## src/rtl/gpb_unused_placeholder_none.sv

```systemverilog
`timescale 1ns/1ps
`default_nettype none
`default_nettype wire

```

## src/rtl/gpb_pkg.sv

```systemverilog
package gpb_pkg;
  localparam int unsigned GPB_AW = 12;
  localparam logic [7:0] GPB_IDX_PA_DATA = 8'h05;
  localparam logic [7:0] GPB_IDX_PB_DATA = 8'h06;
  localparam logic [7:0] GPB_IDX_OPTION = 8'h81;
  localparam logic [7:0] GPB_IDX_PA_DIR = 8'h85;
  localparam logic [7:0] GPB_IDX_PB_DIR = 8'h86;
  localparam logic [7:0] GPB_IDX_CMP = 8'h9C;
  localparam logic [7:0] GPB_IDX_VREF = 8'h9D;
  localparam logic [7:0] GPB_IDX_ANA = 8'h9F;
  localparam logic [7:0] GPB_IDX_IRQ_STAT = 8'h0B;
  localparam logic [7:0] GPB_IDX_IRQ_CLR = 8'h0C;
  localparam logic [7:0] GPB_IDX_IRQ_EN = 8'h0D;
  localparam logic [7:0] GPB_IDX_LVP = 8'h0E;
  localparam logic [7:0] GPB_RST_OPTION = 8'hFF;
  localparam logic [5:0] GPB_RST_PA_DIR = 6'h3F;
  localparam logic [7:0] GPB_RST_PB_DIR = 8'hFF;
  localparam logic [7:0] GPB_RST_CMP = 8'h07;
  localparam logic [7:0] GPB_RST_VREF = 8'h00;
  localparam logic [7:0] GPB_RST_ANA = 8'h00;
  localparam logic GPB_RST_LVP = 1'b1;
  localparam logic [1:0] GPB_RST_IRQ_EN = 2'h0;
  localparam logic [7:0] GPB_MASK_CMP = 8'h3F;
  localparam logic [7:0] GPB_MASK_VREF = 8'hEF;
  localparam logic [7:0] GPB_MASK_ANA = 8'hCF;
  localparam int unsigned GPB_OPT_PULLUP_DIS = 7;
  localparam int unsigned GPB_OPT_EDGE = 6;
  localparam int unsigned GPB_IRQ_CHG = 0;
  localparam int unsigned GPB_IRQ_EXT = 1;
  localparam int unsigned GPB_PA_OD = 4;
  localparam int unsigned GPB_PB_PROG = 3;
  localparam int unsigned GPB_PB_EXT = 0;
  localparam int unsigned GPB_CHG_LO = 4;
  localparam logic [3:0] GPB_ANA_DIG0 = 4'h6;
  localparam logic [3:0] GPB_ANA_DIG1 = 4'h7;
  localparam logic [5:0] GPB_PA_ANA_PINS = 6'h2F;
  typedef struct packed {
    logic ext;
    logic chg;
  } gpb_irq_s;
  typedef enum logic [1:0] {
    GPB_ST_IDLE = 2'b01,
    GPB_ST_RESP = 2'b10
  } gpb_apb_e;
endpackage : gpb_pkg

```

## src/rtl/gpb_ports.sv

```systemverilog
`timescale 1ns/1ps
`default_nettype none
module gpb_ports
  import gpb_pkg::*;
#(
  parameter int unsigned PA_W = 6,
  parameter int unsigned PB_W = 8
) (
  input wire logic mclk_i,
  input wire logic resetn_i,
  input wire logic ce_i,
  input wire logic psel_i,
  input wire logic penable_i,
  input wire logic pwrite_i,
  input wire logic [GPB_AW-1:0] paddr_i,
  input wire logic [31:0] pwdata_i,
  output logic [31:0] prdata_o,
  output logic pready_o,
  output logic pslverr_o,
  input wire logic [5:0] pa_in_i,
  output logic [5:0] pa_out_o,
  output logic [5:0] pa_oe_o,
  input wire logic [7:0] pb_in_i,
  output logic [7:0] pb_out_o,
  output logic [7:0] pb_oe_o,
  output logic [7:0] pb_pullup_o,
  output logic timer_clk_o,
  input wire logic sleep_i,
  output logic wake_o,
  output logic irq_o
);
  if (PA_W != 6 || PB_W != 8) begin : g_chk
    $error("gpb_ports: port widths are fixed at 6 and 8");
  end

  function automatic logic hit(input logic [GPB_AW-1:0] a, input logic [7:0] idx);
    return a == {2'b00, idx, 2'b00};
  endfunction : hit

  gpb_apb_e state_reg;
  logic [31:0] prdata_reg;
  logic pready_reg;
  logic pslverr_reg;
  logic [5:0] pa_meta_reg;
  logic [5:0] pa_sync_reg;
  logic [7:0] pb_meta_reg;
  logic [7:0] pb_sync_reg;
  logic [5:0] pa_lat_reg;
  logic [7:0] pb_lat_reg;
  logic [5:0] pa_dir_reg;
  logic [7:0] pb_dir_reg;
  logic [7:0] opt_reg;
  logic [7:0] cmp_reg;
  logic [7:0] vref_reg;
  logic [7:0] ana_reg;
  logic lvp_reg;
  logic [3:0] old_reg;
  logic ext_prev_reg;
  gpb_irq_s stat_reg;
  gpb_irq_s stat_next;
  gpb_irq_s en_reg;
  logic [5:0] pa_out_reg;
  logic [5:0] pa_oe_reg;
  logic [7:0] pb_out_reg;
  logic [7:0] pb_oe_reg;
  logic [7:0] pb_pu_reg;
  logic tclk_reg;
  logic wake_reg;
  logic irq_reg;

  logic acc_start;
  logic wr_go;
  logic rd_go;
  logic mapped;
  logic pb_touch;
  logic [5:0] pa_ana;
  logic [5:0] pa_rd;
  logic [7:0] pb_rd;
  logic mismatch;
  logic ext_edge;
  logic [31:0] rd_val;
  logic [7:0] wb;

  assign wb = pwdata_i[7:0];
  assign acc_start = ce_i && psel_i && penable_i && state_reg == GPB_ST_IDLE;
  assign wr_go = ce_i && psel_i && penable_i && pwrite_i && state_reg == GPB_ST_RESP && !pslverr_reg;
  assign rd_go = ce_i && psel_i && penable_i && !pwrite_i && state_reg == GPB_ST_RESP;
  assign pb_touch = (wr_go || rd_go) && hit(paddr_i, GPB_IDX_PB_DATA);

  always_comb begin
    mapped = 1'b1;
    if (hit(paddr_i, GPB_IDX_PA_DATA)) begin
      mapped = 1'b1;
    end else if (hit(paddr_i, GPB_IDX_PB_DATA)) begin
      mapped = 1'b1;
    end else if (hit(paddr_i, GPB_IDX_OPTION) || hit(paddr_i, GPB_IDX_PA_DIR)) begin
      mapped = 1'b1;
    end else if (hit(paddr_i, GPB_IDX_PB_DIR) || hit(paddr_i, GPB_IDX_CMP)) begin
      mapped = 1'b1;
    end else if (hit(paddr_i, GPB_IDX_VREF) || hit(paddr_i, GPB_IDX_ANA)) begin
      mapped = 1'b1;
    end else if (hit(paddr_i, GPB_IDX_IRQ_STAT) || hit(paddr_i, GPB_IDX_IRQ_CLR)) begin
      mapped = 1'b1;
    end else if (hit(paddr_i, GPB_IDX_IRQ_EN) || hit(paddr_i, GPB_IDX_LVP)) begin
      mapped = 1'b1;
    end else begin
      mapped = 1'b0;
    end
  end

  // analog pins read zero; only codes 011x release all of them
  assign pa_ana = (ana_reg[3:0] == GPB_ANA_DIG0 || ana_reg[3:0] == GPB_ANA_DIG1) ? 6'h00 : GPB_PA_ANA_PINS;
  assign pa_rd = pa_sync_reg & ~pa_ana;
  always_comb begin
    pb_rd = pb_sync_reg;
    if (lvp_reg) begin
      pb_rd[GPB_PB_PROG] = 1'b0;
    end
  end

  always_comb begin
    rd_val = 32'h0000_0000;
    if (hit(paddr_i, GPB_IDX_PA_DATA)) begin
      rd_val[5:0] = pa_rd;
    end else if (hit(paddr_i, GPB_IDX_PB_DATA)) begin
      rd_val[7:0] = pb_rd;
    end else if (hit(paddr_i, GPB_IDX_OPTION)) begin
      rd_val[7:0] = opt_reg;
    end else if (hit(paddr_i, GPB_IDX_PA_DIR)) begin
      rd_val[5:0] = pa_dir_reg;
    end else if (hit(paddr_i, GPB_IDX_PB_DIR)) begin
      rd_val[7:0] = pb_dir_reg;
    end else if (hit(paddr_i, GPB_IDX_CMP)) begin
      rd_val[7:0] = cmp_reg;
    end else if (hit(paddr_i, GPB_IDX_VREF)) begin
      rd_val[7:0] = vref_reg;
    end else if (hit(paddr_i, GPB_IDX_ANA)) begin
      rd_val[7:0] = ana_reg;
    end else if (hit(paddr_i, GPB_IDX_IRQ_STAT)) begin
      rd_val[1:0] = stat_reg;
    end else if (hit(paddr_i, GPB_IDX_IRQ_EN)) begin
      rd_val[1:0] = en_reg;
    end else if (hit(paddr_i, GPB_IDX_LVP)) begin
      rd_val[0] = lvp_reg;
    end else begin
      rd_val = 32'h0000_0000;
    end
  end

  // one wait state buys registered pready and prdata
  always_ff @(posedge mclk_i or negedge resetn_i) begin
    if (!resetn_i) begin
      state_reg <= GPB_ST_IDLE;
      pready_reg <= 1'b0;
      pslverr_reg <= 1'b0;
      prdata_reg <= 32'h0000_0000;
    end else if (ce_i) begin
      case (state_reg)
        GPB_ST_IDLE: begin
          if (psel_i && penable_i) begin
            state_reg <= GPB_ST_RESP;
            pready_reg <= 1'b1;
            pslverr_reg <= !mapped;
            prdata_reg <= mapped ? rd_val : 32'h0000_0000;
          end
        end
        GPB_ST_RESP: begin
          state_reg <= GPB_ST_IDLE;
          pready_reg <= 1'b0;
          pslverr_reg <= 1'b0;
          prdata_reg <= 32'h0000_0000;
        end
        default: begin
          state_reg <= GPB_ST_IDLE;
          pready_reg <= 1'b0;
        end
      endcase
    end
  end

  always_ff @(posedge mclk_i or negedge resetn_i) begin
    if (!resetn_i) begin
      pa_meta_reg <= 6'h00;
      pa_sync_reg <= 6'h00;
      pb_meta_reg <= 8'h00;
      pb_sync_reg <= 8'h00;
    end else if (ce_i) begin
      pa_meta_reg <= pa_in_i;
      pa_sync_reg <= pa_meta_reg;
      pb_meta_reg <= pb_in_i;
      pb_sync_reg <= pb_meta_reg;
    end
  end

  always_ff @(posedge mclk_i or negedge resetn_i) begin
    if (!resetn_i) begin
      pa_lat_reg <= 6'h00;
      pb_lat_reg <= 8'h00;
      pa_dir_reg <= GPB_RST_PA_DIR;
      pb_dir_reg <= GPB_RST_PB_DIR;
      opt_reg <= GPB_RST_OPTION;
      cmp_reg <= GPB_RST_CMP;
      vref_reg <= GPB_RST_VREF;
      ana_reg <= GPB_RST_ANA;
      lvp_reg <= GPB_RST_LVP;
      en_reg <= GPB_RST_IRQ_EN;
    end else if (wr_go) begin
      if (hit(paddr_i, GPB_IDX_PA_DATA)) begin
        pa_lat_reg <= wb[5:0];
      end else if (hit(paddr_i, GPB_IDX_PB_DATA)) begin
        pb_lat_reg <= wb;
      end else if (hit(paddr_i, GPB_IDX_OPTION)) begin
        opt_reg <= wb;
      end else if (hit(paddr_i, GPB_IDX_PA_DIR)) begin
        pa_dir_reg <= wb[5:0];
      end else if (hit(paddr_i, GPB_IDX_PB_DIR)) begin
        pb_dir_reg <= wb;
      end else if (hit(paddr_i, GPB_IDX_CMP)) begin
        cmp_reg <= wb & GPB_MASK_CMP;
      end else if (hit(paddr_i, GPB_IDX_VREF)) begin
        vref_reg <= wb & GPB_MASK_VREF;
      end else if (hit(paddr_i, GPB_IDX_ANA)) begin
        ana_reg <= wb & GPB_MASK_ANA;
      end else if (hit(paddr_i, GPB_IDX_IRQ_EN)) begin
        en_reg <= wb[1:0];
      end else if (hit(paddr_i, GPB_IDX_LVP)) begin
        lvp_reg <= wb[0];
      end
    end
  end

  // old-value latch refreshed on every port B data access, so a read ends the mismatch that had already set the change flag
  always_ff @(posedge mclk_i or negedge resetn_i) begin
    if (!resetn_i) begin
      old_reg <= 4'h0;
      ext_prev_reg <= 1'b0;
    end else if (ce_i) begin
      ext_prev_reg <= pb_sync_reg[GPB_PB_EXT];
      if (pb_touch) begin
        old_reg <= pb_sync_reg[7:GPB_CHG_LO];
      end
    end
  end

  assign mismatch = |((pb_sync_reg[7:GPB_CHG_LO] ^ old_reg) & pb_dir_reg[7:GPB_CHG_LO]);
  assign ext_edge = opt_reg[GPB_OPT_EDGE]
    ? (pb_sync_reg[GPB_PB_EXT] && !ext_prev_reg)
    : (!pb_sync_reg[GPB_PB_EXT] && ext_prev_reg);

  always_comb begin
    stat_next = stat_reg;
    if (wr_go && hit(paddr_i, GPB_IDX_IRQ_CLR)) begin
      stat_next = stat_reg & ~gpb_irq_s'(wb[1:0]);
    end
    // set beats clear in the same cycle
    if (mismatch) begin
      stat_next.chg = 1'b1;
    end
    if (ext_edge) begin
      stat_next.ext = 1'b1;
    end
  end

  always_ff @(posedge mclk_i or negedge resetn_i) begin
    if (!resetn_i) begin
      stat_reg <= '0;
      irq_reg <= 1'b0;
      wake_reg <= 1'b0;
    end else if (ce_i) begin
      stat_reg <= stat_next;
      irq_reg <= |(stat_next & en_reg);
      wake_reg <= sleep_i && stat_next.chg && en_reg.chg;
    end
  end

  always_ff @(posedge mclk_i or negedge resetn_i) begin
    if (!resetn_i) begin
      pa_out_reg <= 6'h00;
      pa_oe_reg <= 6'h00;
      pb_out_reg <= 8'h00;
      pb_oe_reg <= 8'h00;
      pb_pu_reg <= 8'h00;
      tclk_reg <= 1'b0;
    end else if (ce_i) begin
      pa_out_reg <= pa_lat_reg;
      pa_out_reg[GPB_PA_OD] <= 1'b0;
      pa_oe_reg <= ~pa_dir_reg;
      pa_oe_reg[GPB_PA_OD] <= !pa_dir_reg[GPB_PA_OD] && !pa_lat_reg[GPB_PA_OD];
      tclk_reg <= pa_sync_reg[GPB_PA_OD];
      pb_out_reg <= pb_lat_reg;
      pb_oe_reg <= ~pb_dir_reg;
      pb_oe_reg[GPB_PB_PROG] <= !pb_dir_reg[GPB_PB_PROG] && !lvp_reg;
      pb_pu_reg <= pb_dir_reg & {8{!opt_reg[GPB_OPT_PULLUP_DIS]}};
    end
  end

  assign prdata_o = prdata_reg;
  assign pready_o = pready_reg;
  assign pslverr_o = pslverr_reg;
  assign pa_out_o = pa_out_reg;
  assign pa_oe_o = pa_oe_reg;
  assign pb_out_o = pb_out_reg;
  assign pb_oe_o = pb_oe_reg;
  assign pb_pullup_o = pb_pu_reg;
  assign timer_clk_o = tclk_reg;
  assign wake_o = wake_reg;
  assign irq_o = irq_reg;
endmodule : gpb_ports
`default_nettype wire

```

## config.mk

```make
export PLATFORM = sky130hd
export DESIGN_NAME = gpb_ports
export DESIGN_NICKNAME = d
export VERILOG_FILES = /design/src/rtl/gpb_unused_placeholder_none.sv /design/src/rtl/gpb_pkg.sv /design/src/rtl/gpb_ports.sv
export SDC_FILE = /design/constraint.sdc
export NUM_CORES = 1
export LEC_CHECK = 0
export BUFFER_PORTS_ARGS = -buffer_cell sky130_fd_sc_hd__buf_4
export CAP_MARGIN = 20
export CORE_MARGIN = 4
export CORE_UTILIZATION = 59
export CTS_CLUSTER_SIZE = 30
export DETAILED_ROUTE_END_ITERATION = 7
export PLACE_DENSITY = 0.85
export REMOVE_ABC_BUFFERS = 1
export SYNTH_ARGS = -nofsm -noshare
export SYNTH_HDL_FRONTEND = slang
export SYNTH_SLANG_ARGS = --single-unit
```

## constraint.sdc

```tcl
create_clock -name mclk_i -period 4 [get_ports mclk_i]
set_clock_uncertainty 0.15 [all_clocks]
set_input_delay 0.4 -clock mclk_i [delete_from_list [all_inputs] [get_ports mclk_i]]
set_output_delay 0.4 -clock mclk_i [all_outputs]
set_load 0.05 [all_outputs]
```

==> summary.md <==
| Metric | Value |
|---|---|
| Unrepaired setup endpoints after global routing | `false` |
| Clock latency of the later-clocked register in the worst-skew pair | `roughly 540 ps` |
| Count of pins over their slew limit | `0` |
| Async set or reset register ratio after synthesis | `1.00` |
| Fmax achieved | `between 0.3 and 0.4 GHz` |
| Cell with the most instances after synthesis | `sky130_fd_sc_hd__dfrtp_1` |
| Hold/Removal Path Class | `input pin to flop` |
| Starting Density | `0.607` |
| Count of synthesis-stage warnings from yosys | `0` |
| Origin of the worst min-delay path | `pwdata_i[2]` |
| H-tree Lvls | `4` |
| CTS max path bufs | `2` |
| Reg clk slew, reported paths | `60 ps` |
| Sum of internal, switching and leakage power | `about 3.4 mW` |
| Endpoint of the worst hold-timing path | `pa_dir_reg[2]$_DFFE_PN1P_` |
| Period minus WS final | `roughly 3100 ps` |
| Portion of the post-synthesis area used by sequential elements | `0.543` |
| Count of endpoints failing setup in the final report | `0` |
| WP data arrival | `between 3000 and 4000 ps` |
| Detailed-route DRC error count | `0` |
| Share of post-route cells with drive strength above 1 | `0.365` |
| Routed wirelength normalized by instance count | `between 20 and 25 µm` |
| Largest fanout on the critical path | `7` |
| Detailed-route vias per instance | `5.98` |
| Internal power | `2.52 mW` |
| Clock Sinks | `~140` |
| Combinational fraction of design power | `0.103` |
| Final design instance area without fill | `between 0.008 and 0.009 mm²` |
| Yosys top cell area share | `0.436` |
| Leakage Power | `about 3.7 nW` |
| Startpoint of the worst-slack reg-to-reg timing path | `state_reg[1]$_DFFE_PN0P_` |
| Layout Utilization | `0.745` |
| Smallest setup slack after layout | `874 ps` |
| Final routed wirelength across all metal layers | `~19,000 µm` |
| Maxcap violations | `0` |
| Slew at the pin closest to its max-slew limit | `between 900 and 1000 ps` |
| CTS Hold Bufs | `21` |
| Number of CTS-inserted buffers | `17` |
| End of the worst register-to-register path | `ana_reg[2]$_DFFE_PN0P_` |
| Full die area | `0.0130 mm²` |
| Internal reg-to-reg setup slack | `870 ps` |
| Worst slack at placement | `869 ps` |
| Number of design-rule violations left by the first detailed-router iteration | `400` |
| Pwr Density | `between 400 and 500 mW/mm²` |
| Standard-cell rows | `38` |
| Fill count | `724` |
| Die X-Extent | `between 100 and 150 µm` |
| Placed standard-cell area | `0.00734 mm²` |
| Final hold slack | `21.7 ps` |
| Vias in the first global route | `approximately 5,200` |
| Cell count after synthesis | `roughly 560` |
| Final Net Count | `~740` |
| Critical path class | `flop to flop` |
| Number of resized instances in the post-cts repair step | `0` |
| Average cell area after synthesis | `around 12 µm²` |
| Placer's final routability congestion estimate | `approximately 0.95` |
| Die height | `114 µm` |
| Required time of the worst setup path | `~4300 ps` |
| Wire length of the first global-routing pass | `29,500 µm` |
| Commonest cells post-synth | `sky130_fd_sc_hd__dfrtp_1, sky130_fd_sc_hd__mux2_2, sky130_fd_sc_hd__nand2_1` |
| Sw Share | `0.264` |
| CTS tree | `done` |
| Root buffer selected by CTS | `sky130_fd_sc_hd__clkbuf_8` |
| R2R depth | `6` |
| Number of diodes added for antenna fixing | `0` |
| Buffers inserted by post-CTS timing repair | `0` |
| Antenna violations before repair | `0` |
| Outcome | `finished, final reports clean` |
| Number of hold violations in the final report | `0` |
| Clock power frac | `0.447` |
| Cell count after placement | `772` |
| Proportion of power drawn by flip-flops and latches | `0.450` |
| Unique cell type count in the Yosys netlist | `63` |
| Worst hold path stage count | `2` |
| Syn-to-layout area delta | `22.9%` |
| Period utilisation layout | `0.782` |
| Setup_tns | `0 ps` |
| Register bit total from synthesis | `142` |
| Total via count in the routed design | `about 4,900` |
| Capturing element type of the critical path | `flop` |
| Most area-hungry cell type in the Yosys netlist | `sky130_fd_sc_hd__dfrtp_1` |
| Area of the core region | `0.0109 mm²` |
| Commonest register cell after synthesis | `sky130_fd_sc_hd__dfrtp_1` |
| Final standard cell count with taps included and fillers excluded | `825` |
| Port Buf Inserts | `88` |
| Number of nets with antenna violations after detailed routing | `0` |
| Number of iterations in the first detailed-routing pass | `5` |
| Leading post-synthesis cells by cell area | `sky130_fd_sc_hd__dfrtp_1, sky130_fd_sc_hd__mux2_2, sky130_fd_sc_hd__dfstp_2, sky130_fd_sc_hd__mux2_1, sky130_fd_sc_hd__nand2_1` |
| All-layer global routing usage | `0.304` |
| Congestion Overflow GR | `0` |
| Post-DP HPWL | `12,900 µm` |
| Summed instance area of the synthesized netlist | `0.00661 mm²` |
| Critical path launch point type | `flop` |
| EDFF count, synth | `0` |
| Relative slew slack | `0.377` |
| Max IR drop VDD | `0.397 mV` |
| Largest net degree at the start of global routing | `109` |
| Switching power of the nets | `roughly 0.9 mW` |
| Total I/O pin count | `roughly 140` |
[power groups by stage]
stage	Clock [mW]	Sequential, mW	Combinational [mW]
4_1_cts	1.54	1.54	0.354
6_report	1.53	1.54	0.353
2_1_floorplan	0	1.59	0.137
3_3_place_gp	0	1.55	0.324
5_1_grt	1.61	1.54	0.377
3_5_place_dp	0	1.56	0.334
[critical path, stage by stage, from the launching register on]
cell and delay, ps:
sky130_fd_sc_hd__dfrtp_1 450, sky130_fd_sc_hd__nand3b_1 190, sky130_fd_sc_hd__nor4b_2 510, sky130_fd_sc_hd__nor2b_1 500, sky130_fd_sc_hd__nand2b_4 170, sky130_fd_sc_hd__nor2b_1 690
sky130_fd_sc_hd__mux2_4 350
[cells in the final DEF (no fill, tap or decap), drive strengths merged, types with 3 or more instances in the layout]
cell type    synthesis  layout
nor3                 7       7
o31ai                6       6
nand3b               7       7
a21oi               17      17
or3                  3       3
a31oi                3       3
dlygate4sd3          0      21
or2                  3       3
xor2                 4       4
or4b                 3       3
nand3               11      11
clkinv               1       4
conb                 1      25
nor2b                6       6
o21ai               39      39
mux2i                3       3
nor4b                6       6
a22oi                3       3
clkinvlp             0       4
nor2                18      18
nand2b               5       5
inv                 10      13
a21o                 3       3
o221ai               4       4
nand4                6       6
nor4                 5       5
dfstp               27      27
clkbuf              13      20
o22ai                5       5
nand2               54      54
buf                 36     100
nor3b                3       3
a221oi               3       3
dfrtp              115     115
mux2                99      99
a22o                 5       5
[routing by layer]
layer	track usage	vias to the layer above	share of wire	wire, µm
met5	0	-	0	0
met4	0.109	0	0.026	485
met3	0.0727	36	0.059	1100
met2	0.514	173	0.51	9540
met1	0.385	2522	0.41	7710
li1	-	2199	-	-
[kinds of logic (layout without fill, tap and decap cells)]
logic type,count (synthesis),in the layout,share of synthesized area
mux,102,102,0.177
xor+xnor,4,4,0.00530
other cells,1,25,0.000568
flops,142,142,0.543
simple gates,142,142,0.119
compound gates,106,106,0.104
buf+inv,60,164,0.0510
[worst max path at each step]
| stage | startpoint | end | slack [ps] | depth (start not counted) |
|---|---|---|---|---|
| 4_1_cts | state_reg[1]$_DFFE_PN0P_ | pb_lat_reg[2]$_DFFE_PN0P_ | 890 | 5 |
| 3_3_place_gp | paddr_i[8] | ana_reg[2]$_DFFE_PN0P_ | 850 | 6 |
| 6_report | state_reg[1]$_DFFE_PN0P_ | ana_reg[2]$_DFFE_PN0P_ | 870 | 6 |
| 5_1_grt | state_reg[1]$_DFFE_PN0P_ | ana_reg[2]$_DFFE_PN0P_ | 720 | 6 |
| 2_1_floorplan | paddr_i[8] | ana_reg[0]$_DFFE_PN0P_ | 810 | 5 |
| 3_5_place_dp | ce_i | cmp_reg[4]$_DFFE_PN0P_ | 870 | 7 |
[final cells by class]
class	instances	area (µm²)	share of cell area
tap	140	175	0.0216
clock inverter	12	135	0.0166
timing repair buffer	121	965	0.119
clock buffer	20	435	0.0536
sequential	142	3590	0.442
inverter	11	41.3	0.00509
multi-input combinational	379	2780	0.342
Power figures use the tool's default switching activity.
